===== src/rtl/fbp_pkg.sv =====
// Purpose: Shared types and constants of the radix-2 butterfly pipeline.
// Assumes: Q15 fixed-point halves; eight-register file split in two banks.
// Notes:   Each constant is defined here once; some files repeat its value as a literal.
`default_nettype none
package fbp_pkg;
	localparam int HALF_W    = 16;
	localparam int ADDR_W    = 10;
	localparam int CNT_W     = 10;
	localparam int STAGES    = 9;
	localparam int PIPE_N    = 4;
	localparam int FIFO_DEP  = 16;
	localparam int FIFO_ROOM = 10;
	// Distance between the p and q halves of a first-stage pair.
	localparam logic [ADDR_W-1:0] Q_OFFSET   = 10'h200;
	localparam logic [HALF_W-1:0] W_UNITY_RE = 16'h7fff;
	localparam logic [HALF_W-1:0] W_UNITY_IM = 16'h0000;
	// Register slot inside a bank; the bank bit sits above it.
	localparam logic [1:0] RF_Q_RE = 2'h0;
	localparam logic [1:0] RF_Q_IM = 2'h1;
	localparam logic [1:0] RF_W_RE = 2'h2;
	localparam logic [1:0] RF_W_IM = 2'h3;

	// A complex word: real half above imaginary half.
	typedef struct packed {
		logic [HALF_W-1:0] re;
		logic [HALF_W-1:0] im;
	} fbp_cplx_t;

	typedef struct packed {
		fbp_cplx_t p;
		fbp_cplx_t q;
		fbp_cplx_t w;
	} fbp_opnd_t;

	typedef struct packed {
		logic [ADDR_W-1:0] addr;
		fbp_cplx_t         data;
	} fbp_wreq_t;

	typedef struct packed {
		fbp_cplx_t         p;
		logic [ADDR_W-1:0] k;
	} fbp_pstage_t;

	// Port commands of the register file: two write ports, three read ports.
	typedef struct packed {
		logic              wb_en;
		logic              wc_en;
		logic [2:0]        wb_addr;
		logic [2:0]        wc_addr;
		logic [HALF_W-1:0] wb_data;
		logic [HALF_W-1:0] wc_data;
		logic [2:0]        ra;
		logic [2:0]        rd;
		logic [2:0]        re;
	} fbp_rf_cmd_t;

	// Horizontal microword: every unit has its own field.
	typedef struct packed {
		logic wr_q;
		logic wr_w;
		logic bk_w;
		logic rd_qim;
		logic rd_qre;
		logic bk_r;
		logic mac_ld1;
		logic mac_ld2;
		logic mac_mul;
		logic mac_acc;
		logic p_shift;
		logic alu_sub;
		logic alu_add;
	} fbp_uword_t;

	typedef enum logic [1:0] {
		SEQ_IDLE  = 2'b00,
		SEQ_RUN   = 2'b01,
		SEQ_DRAIN = 2'b10,
		SEQ_DONE  = 2'b11
	} fbp_seq_t;
endpackage : fbp_pkg
`default_nettype wire


===== src/rtl/fbp_fifo.sv =====
// Purpose: Result FIFO between the butterfly pipeline and the data RAM.
// Assumes: DEPTH of at least two.
// Notes:   Output data comes straight from the storage flip-flops.
`timescale 1ns/100ps
`default_nettype none
module fbp_fifo #(
	parameter int W     = 42,
	parameter int DEPTH = 16
) (
	// Clock and reset.
	input  wire logic                       i_clk,
	input  wire logic                       i_rst_n,
	// Filling side.
	input  wire logic                       i_in_valid,
	output logic                            o_in_ready,
	input  wire logic [W-1:0]               i_in_data,
	// Draining side.
	output logic                            o_out_valid,
	input  wire logic                       i_out_ready,
	output logic [W-1:0]                    o_out_data,
	// Fill level.
	output logic [$clog2(DEPTH+1)-1:0]      o_count
);
	localparam int AW = $clog2(DEPTH);
	localparam int CW = $clog2(DEPTH+1);

	typedef struct packed {
		logic [DEPTH-1:0][W-1:0] mem;
		logic [AW-1:0]           wp;
		logic [AW-1:0]           rp;
		logic [CW-1:0]           cnt;
	} fbp_fifo_st_t;

	fbp_fifo_st_t st;
	fbp_fifo_st_t next_st;
	logic         push;
	logic         pop;

	// Handshakes and the storage read port.
	assign o_in_ready  = (st.cnt != CW'(DEPTH));
	assign o_out_valid = (st.cnt != '0);
	assign o_out_data  = st.mem[st.rp];
	assign o_count     = st.cnt;
	assign push        = i_in_valid && o_in_ready;
	assign pop         = o_out_valid && i_out_ready;

	// Pointer and level update.
	always_comb begin
		next_st = st;
		if (push) begin
			next_st.mem[st.wp] = i_in_data;
			next_st.wp = (st.wp == AW'(DEPTH-1)) ? '0 : st.wp + 1'b1;
		end
		if (pop) begin
			next_st.rp = (st.rp == AW'(DEPTH-1)) ? '0 : st.rp + 1'b1;
		end
		next_st.cnt = st.cnt + CW'(push) - CW'(pop);
	end

	// State register.
	always_ff @(posedge i_clk or negedge i_rst_n) begin
		if (!i_rst_n) begin
			st <= '0;
		end else begin
			st <= next_st;
		end
	end
endmodule : fbp_fifo
`default_nettype wire


===== src/rtl/fbp_regfile.sv =====
// Purpose: Eight-register multiport file with two write and three read ports.
// Assumes: Commands arrive one cycle before they act.
// Notes:   A read in the cycle of a write to the same register sees old data.
`timescale 1ns/100ps
`default_nettype none
module fbp_regfile
	import fbp_pkg::*;
(
	// Clock and reset.
	input  wire logic              i_clk,
	input  wire logic              i_rst_n,
	// Port commands.
	input  wire fbp_rf_cmd_t       i_cmd,
	// Read data of ports A, D and E.
	output logic [HALF_W-1:0]      o_rd_a,
	output logic [HALF_W-1:0]      o_rd_d,
	output logic [HALF_W-1:0]      o_rd_e
);
	typedef struct packed {
		logic [7:0][HALF_W-1:0] mem;
		fbp_rf_cmd_t            cmd;
	} fbp_rf_st_t;

	fbp_rf_st_t st;
	fbp_rf_st_t next_st;

	// Read ports use the captured addresses and the array before this edge.
	assign o_rd_a = st.mem[st.cmd.ra];
	assign o_rd_d = st.mem[st.cmd.rd];
	assign o_rd_e = st.mem[st.cmd.re];

	// Captured commands write the array one period after capture.
	always_comb begin
		next_st = st;
		next_st.cmd = i_cmd;
		if (st.cmd.wb_en) begin
			next_st.mem[st.cmd.wb_addr] = st.cmd.wb_data;
		end
		if (st.cmd.wc_en) begin
			next_st.mem[st.cmd.wc_addr] = st.cmd.wc_data;
		end
	end

	// State register.
	always_ff @(posedge i_clk or negedge i_rst_n) begin
		if (!i_rst_n) begin
			st <= '0;
		end else begin
			st <= next_st;
		end
	end
endmodule : fbp_regfile
`default_nettype wire


===== src/rtl/fbp_butterfly_pipeline.sv =====
// Purpose: Microcoded radix-2 DIT butterfly datapath with in-place results.
// Assumes: Operands stream in pair order; results drain to the data RAM.
// Notes:   One butterfly issues every two cycles while operands and room allow.
`timescale 1ns/100ps
`default_nettype none
module fbp_butterfly_pipeline
	import fbp_pkg::*;
#(
	parameter int FIFO_DEPTH = FIFO_DEP
) (
	// Clock and reset.
	input  wire logic              i_core_clk,
	input  wire logic              i_arst_n,
	// Host start code and status.
	input  wire logic              i_start,
	input  wire logic [CNT_W-1:0]  i_bfly_last,
	output logic                   o_busy,
	output logic                   o_done,
	// Operands from the complex operand store.
	input  wire logic              i_opnd_valid,
	input  wire fbp_opnd_t         i_opnd,
	output logic                   o_opnd_ready,
	// In-place result writes to the data RAM.
	output logic                   o_wr_valid,
	output fbp_wreq_t              o_wr,
	input  wire logic              i_wr_ready
);
	localparam int CW = $clog2(FIFO_DEPTH+1);

	typedef struct packed {
		fbp_seq_t                   seq;
		logic                       ph;
		logic [CNT_W-1:0]           left;
		logic [ADDR_W-1:0]          k;
		logic [STAGES-1:0]          tok;
		logic [STAGES-1:0]          tb;
		fbp_opnd_t                  hold;
		logic [ADDR_W-1:0]          hold_k;
		fbp_uword_t                 uir;
		logic [PIPE_N-1:0][ADDR_W+31:0] pipe;
		logic signed [HALF_W-1:0]   in1a;
		logic signed [HALF_W-1:0]   in1b;
		logic signed [HALF_W-1:0]   in2a;
		logic signed [HALF_W-1:0]   in2b;
		logic signed [31:0]         acc1;
		logic signed [31:0]         acc2;
		logic [HALF_W-1:0]          out1;
		logic [HALF_W-1:0]          out2;
		logic                       res_v;
		logic                       res_is_q;
		fbp_wreq_t                  res;
	} fbp_st_t;

	fbp_st_t          st;
	fbp_st_t          next_st;
	logic [1:0]       rst_sync;
	logic             rst_n;
	logic             issue;
	logic             room;
	logic             fifo_in_ready;
	logic [CW-1:0]    fifo_cnt;
	fbp_rf_cmd_t      rf_cmd;
	logic [HALF_W-1:0] rd_a;
	logic [HALF_W-1:0] rd_d;
	logic [HALF_W-1:0] rd_e;
	fbp_pstage_t      p_use;

	// Decode the token vector into one horizontal microword.
	function automatic fbp_uword_t fbp_decode(input logic [STAGES-1:0] tok,
		input logic [STAGES-1:0] tb);
		fbp_uword_t u;
		u = '0;
		u.wr_q    = tok[0];
		u.wr_w    = tok[1];
		u.bk_w    = tok[0] ? tb[0] : tb[1];
		u.rd_qim  = tok[2];
		u.rd_qre  = tok[3];
		u.bk_r    = tok[2] ? tb[2] : tb[3];
		u.mac_ld1 = tok[3];
		u.mac_ld2 = tok[4];
		u.mac_mul = tok[4];
		u.mac_acc = tok[5];
		u.p_shift = tok[1] | tok[3] | tok[5] | tok[7];
		u.alu_sub = tok[6];
		u.alu_add = tok[7];
		return u;
	endfunction : fbp_decode

	// Signed Q15 product, widened for accumulation.
	function automatic logic signed [32:0] fbp_mul(input logic signed [HALF_W-1:0] a,
		input logic signed [HALF_W-1:0] b);
		logic signed [31:0] m;
		m = a * b;
		return {m[31], m};
	endfunction : fbp_mul

	// Reset release through two flip-flops.
	always_ff @(posedge i_core_clk or negedge i_arst_n) begin
		if (!i_arst_n) begin
			rst_sync <= 2'h0;
		end else begin
			rst_sync <= {rst_sync[0], 1'b1};
		end
	end
	assign rst_n = rst_sync[1];

	// Issue only in the even slot with operands and room for all results.
	assign room         = (fifo_cnt <= CW'(FIFO_DEPTH - FIFO_ROOM));
	assign o_opnd_ready = (st.seq == SEQ_RUN) && !st.ph && room;
	assign issue        = o_opnd_ready && i_opnd_valid;
	assign o_busy       = (st.seq != SEQ_IDLE);
	assign o_done       = (st.seq == SEQ_DONE);
	assign p_use        = fbp_pstage_t'(st.pipe[2]);

	// Register file commands follow the microinstruction register.
	always_comb begin
		rf_cmd = '0;
		if (st.uir.wr_q) begin
			rf_cmd.wb_en   = 1'b1;
			rf_cmd.wc_en   = 1'b1;
			rf_cmd.wb_addr = {st.uir.bk_w, RF_Q_RE};
			rf_cmd.wc_addr = {st.uir.bk_w, RF_Q_IM};
			rf_cmd.wb_data = st.hold.q.re;
			rf_cmd.wc_data = st.hold.q.im;
		end else if (st.uir.wr_w) begin
			rf_cmd.wb_en   = 1'b1;
			rf_cmd.wc_en   = 1'b1;
			rf_cmd.wb_addr = {st.uir.bk_w, RF_W_RE};
			rf_cmd.wc_addr = {st.uir.bk_w, RF_W_IM};
			rf_cmd.wb_data = st.hold.w.re;
			rf_cmd.wc_data = st.hold.w.im;
		end
		// Port A picks the q half; D and E keep pointing at the twiddle.
		rf_cmd.ra = {st.uir.bk_r, st.uir.rd_qim ? RF_Q_IM : RF_Q_RE};
		rf_cmd.rd = {st.uir.bk_r, RF_W_RE};
		rf_cmd.re = {st.uir.bk_r, RF_W_IM};
	end

	fbp_regfile u_regfile (
		.i_clk   (i_core_clk),
		.i_rst_n (rst_n),
		.i_cmd   (rf_cmd),
		.o_rd_a  (rd_a),
		.o_rd_d  (rd_d),
		.o_rd_e  (rd_e)
	);

	fbp_fifo #(
		.W     ($bits(fbp_wreq_t)),
		.DEPTH (FIFO_DEPTH)
	) u_fifo (
		.i_clk       (i_core_clk),
		.i_rst_n     (rst_n),
		.i_in_valid  (st.res_v),
		.o_in_ready  (fifo_in_ready),
		.i_in_data   (st.res),
		.o_out_valid (o_wr_valid),
		.i_out_ready (i_wr_ready),
		.o_out_data  (o_wr),
		.o_count     (fifo_cnt)
	);

	// Sequencer, operand capture, MACs, pipeline register and ALUs.
	always_comb begin
		next_st = st;
		next_st.ph  = (st.seq == SEQ_RUN) ? ~st.ph : 1'b0;
		next_st.tok = {st.tok[STAGES-2:0], issue};
		next_st.tb  = {st.tb[STAGES-2:0], st.k[0]};
		next_st.uir = fbp_decode(next_st.tok, next_st.tb);
		unique case (st.seq)
			SEQ_IDLE: begin
				if (i_start) begin
					next_st.seq  = SEQ_RUN;
					next_st.left = i_bfly_last;
					next_st.k    = '0;
				end
			end
			SEQ_RUN: begin
				if (issue) begin
					next_st.k = st.k + 1'b1;
					next_st.left = st.left - 1'b1;
					if (st.left == '0) begin
						next_st.seq = SEQ_DRAIN;
					end
				end
			end
			SEQ_DRAIN: begin
				if (st.tok == '0 && !st.res_v && fifo_cnt == '0) begin
					next_st.seq = SEQ_DONE;
				end
			end
			SEQ_DONE: begin
				next_st.seq = SEQ_IDLE;
			end
		endcase
		// Twiddle and p are taken from the operand store together.
		if (issue) begin
			next_st.hold   = i_opnd;
			next_st.hold_k = st.k;
			if (st.k == '0) begin
				next_st.hold.w = {W_UNITY_RE, W_UNITY_IM};
			end
		end
		// The p operand steps down on even slots and holds on odd ones.
		if (st.uir.p_shift) begin
			next_st.pipe[PIPE_N-1:1] = st.pipe[PIPE_N-2:0];
			next_st.pipe[0] = st.uir.wr_w ? {st.hold.p, st.hold_k} : '0;
		end
		// First operand pairs share the imaginary q half.
		if (st.uir.mac_ld1) begin
			next_st.in1a = rd_e;
			next_st.in1b = rd_a;
			next_st.in2a = rd_d;
			next_st.in2b = rd_a;
		end else if (st.uir.mac_ld2) begin
			next_st.in1a = rd_d;
			next_st.in1b = rd_a;
			next_st.in2a = rd_e;
			next_st.in2b = rd_a;
		end
		if (st.uir.mac_mul) begin
			next_st.acc1 = st.in1a * st.in1b;
			next_st.acc2 = st.in2a * st.in2b;
		end
		if (st.uir.mac_acc) begin
			next_st.out1 = 16'((fbp_mul(st.in1a, st.in1b) - {st.acc1[31], st.acc1}) >>> 15);
			next_st.out2 = 16'((fbp_mul(st.in2a, st.in2b) + {st.acc2[31], st.acc2}) >>> 15);
		end
		// The ALUs form new q, then new p from the held operands.
		next_st.res_v = st.uir.alu_sub | st.uir.alu_add;
		next_st.res_is_q = st.uir.alu_sub;
		if (st.uir.alu_sub) begin
			next_st.res.data.re = p_use.p.re - st.out1;
			next_st.res.data.im = p_use.p.im - st.out2;
			next_st.res.addr = p_use.k + Q_OFFSET;
		end else if (st.uir.alu_add) begin
			next_st.res.data.re = p_use.p.re + st.out1;
			next_st.res.data.im = p_use.p.im + st.out2;
			next_st.res.addr = p_use.k;
		end
	end

	// State register.
	always_ff @(posedge i_core_clk or negedge rst_n) begin
		if (!rst_n) begin
			st <= '0;
		end else begin
			st <= next_st;
		end
	end
endmodule : fbp_butterfly_pipeline
`default_nettype wire


===== config.mk =====
export PLATFORM = sky130hd
export DESIGN_NAME = fbp_butterfly_pipeline
export DESIGN_NICKNAME = d
export VERILOG_FILES = /design/src/rtl/fbp_pkg.sv /design/src/rtl/fbp_fifo.sv /design/src/rtl/fbp_regfile.sv /design/src/rtl/fbp_butterfly_pipeline.sv
export SDC_FILE = /design/constraint.sdc
export NUM_CORES = 2
export LEC_CHECK = 0
export BUFFER_PORTS_ARGS = -buffer_cell sky130_fd_sc_hd__buf_2
export CAP_MARGIN = 15
export CORE_ASPECT_RATIO = 1.25
export CORE_MARGIN = 3
export CORE_UTILIZATION = 45
export DETAILED_ROUTE_END_ITERATION = 7
export PLACE_DENSITY = 0.7
export SLEW_MARGIN = 20
export SYNTH_ARGS = -nofsm -noshare
export SYNTH_HDL_FRONTEND = slang
export SYNTH_HIERARCHICAL = 1
export SYNTH_SLANG_ARGS = --single-unit

===== constraint.sdc =====
create_clock -name i_core_clk -period 45.5 [get_ports i_core_clk]
set_clock_uncertainty 0.2 [all_clocks]
set_input_delay 2.275 -clock i_core_clk [delete_from_list [all_inputs] [get_ports i_core_clk]]
set_output_delay 2.275 -clock i_core_clk [all_outputs]
set_load 0.02 [all_outputs]

==> metrics.csv <==
stage,metric,value,unit
routing,drc_errors,0,
floorplan,die_w,390.9,um
final_layout,fill_cells,16100,
global_routing,grt_use_total,22.22,%
floorplan,die_area,0.1904,mm2
clock_network,clk_path_buf_depth,3,
routing,vias_per_cell,5.692,
logic_synthesis,synthCells,7149,
sta,final.period_utilization,19.23,%
logic_synthesis,synthDistinctLibCells,86,
routing,avgRoutedWirePerCell,22.11,um
logic_synthesis,synth_edf_count,0,
worst_setup_path,crit_fanout,14,
logic_synthesis,yosys_warnings,6,
placed_design,hpwl,136500,um
logic_synthesis,syn_area,0.08332,mm2
global_routing,grt.overflow.total,0,
routing,wl_met2,103800,um
logic_synthesis,avgSynthCellArea,11.65,um2
worst_setup_path,critPathMostFrequentCell,fa_1,
worst_setup_path,cp_slowest_cell,dfrtp_1,
sta,layout_min_cycle_time,8.748,ns
routing,ant_nets,0,
worst_setup_path,crit_type,flop to flop,
clock_network,path_clk_slew,0.06,ns
routing,wl_met3,13230,um
logic_synthesis,synthTopCellsByArea,"dfrtp_1 (40%), fa_1 (12%), mux2_2 (11%), ha_1 (4.1%), mux2i_1 (4.0%)",
final_layout,syn_to_final_growth,8.204,%
sta,maxSlewViolCount,0,
worst_setup_path,path_buf_inv,3,
outcome,outcome,"finished, final reports clean",
floorplan,die_h,487.1,um
floorplan,core,0.1831,mm2
floorplan,rows,175,
worst_setup_path,startpoint_type,flop,
job,maxCapViolCount,0,
placed_design,routabilityCongestion,0.8938,
logic_synthesis,synth_top_area_cell,dfrtp_1,
routing,dr.pass1.iters,6,
worst_setup_path,required,45.91,ns
final_layout,multi_input_area,0.04511,mm2
global_routing,grt_antenna_before_repair,6,
routing,m1WireLength,84870,um
global_routing,grt_pass1_vias,57830,
floorplan,ioPinCount,157,
clock_network,clock_latency,0.80,ns
sta,slew_headroom,21.16,%
sta,setup_viol,0,
global_routing,grt_pass1_wl,329900,um
logic_synthesis,ys_seq_area_share,39.61,%
sta,tightest_slew,1.183,ns
clock_network,post-cts-setup-buffers,0,
final_layout,fin_nets,7951,
logic_synthesis,async_flop_share,100.0,%
worst_hold_path,hp-class,flop to flop,
worst_setup_path,critical-path-top-delay-family,adder cells,
logic_synthesis,yosys.cell_count.top_type,dfrtp_1,
final_layout,seq_area,0.03304,mm2
worst_setup_path,slowest_delay,0.77,ns
floorplan,initial_utilization,45.52,%
routing,via_count,54430,
final_layout,drive_gt1_share,20.06,%
clock_network,htree_levels,4,
worst_setup_path,end_kind,flop,
routing,routed_wl,211400,um
routing,routed.top_layer,met4,
sta,hold_viol_final,0,
logic_synthesis,ys.flop_type,dfrtp_1,
sta,max_freq,114.3,MHz
worst_setup_path,arrival,9.16,ns
sta,rsz0062_at_grt,no,
logic_synthesis,synth_top_area_share,39.61,%
routing,drt_iter0_markers,3550,
logic_synthesis,ys_ff_latch,1319,
logic_synthesis,synth.top_cells.by_count,"dfrtp_1 (1,319), mux2_2 (791), nand2_1 (748)",
clock_network,cts_root_buffer,clkbuf_16,
sta,setup-tns-final,0,ns
clock_network,cts_resized,0,
clock_network,cts_buffers,143,
clock_network,cts.sinks,1319,
clock_network,cts_tree,done,
global_routing,grt_max_degree,168,
clock_network,holdBufCountCts,0,
placed_design,io_buffers,156,
==> placed cells by master, fill, tap and decap left out, types with 188 or more instances in the layout <==
cell type	n
a21oi_1	188
and2_1	234
dfrtp_1	1304
fa_1	515
ha_1	271
inv_1	733
mux2_2	791
mux2i_1	334
nand2_1	747
nor2_1	191
o21ai_0	285
==> registers in the layout, summed over array words and instances, names as in the netlist <==
register,count
p_use,42
rst_sync,2
u_fifo/st,680
rf_cmd,1
u_fifo/o_count,5
u_regfile/st,177
st,400
next_st,12
==> final timing paths <==
| path | startpoint | end | slack, ns | cells after the start |
|---|---|---|---|---|
| min reg2reg | rst_sync[0] | rst_sync[1] | 0.15 | 0 |
| max | st[187] | st[74] | 36.75 | 27 |
| min | rst_sync[0] | rst_sync[1] | 0.15 | 0 |
| max reg2reg | st[187] | st[74] | 36.75 | 27 |
| min in group asynchronous | rst_sync[1] | u_regfile/st[36] | 0.25 | 0 |
| max in group asynchronous | rst_sync[1] | u_fifo/st[350] | 40.23 | 6 |
==> kinds of logic (layout without fill, tap and decap cells) <==
logic type | Yosys count | in the layout | synth area share [%]
other cells | 2 | 10 | 0.009013
mux | 1391 | 1391 | 21.21
xor+xnor | 155 | 155 | 1.646
fa+ha+maj | 786 | 786 | 16.44
compound gates | 865 | 865 | 6.624
flops | 1319 | 1319 | 39.61
simple gates | 1423 | 1423 | 8.093
buf+inv | 1208 | 1224 | 6.363
==> per-layer routing <==
layer  track usage, %  vias up
li1                 -    24090
met1            27.86    28150
met2            37.66     1727
met3            3.930      461
met4            9.741        0
met5                0        -
==> area by class of cell <==
type                       instances  share of cell area [%]
timing repair buffer             226                   1.499
clock buffer                     209                   4.760
antenna                            3                0.008327
inverter                         737                   3.070
clock inverter                    52                  0.6620
multi-input combinational       4627                   50.04
sequential                      1319                   36.65
tap                             2389                   3.316
==> through the flow <==
stage	util (%)	setup slack, ns	cells	hold WS (ns)	instance area (um2)
final	49.25	36.75	9562	0.1522	90160
after global placement	46.55	36.76	9297	0.1376	85220
after global routing	49.25	36.24	9560	0.1540	90150
after floorplan	-	5.810	7154	0.1312	83340
after detailed placement	46.55	36.62	9297	0.1413	85220
after CTS	49.22	36.58	9558	0.1543	90110
Power is not shown: default switching activity piles up to over one toggle a cycle in this logic, so the estimate is an artifact.
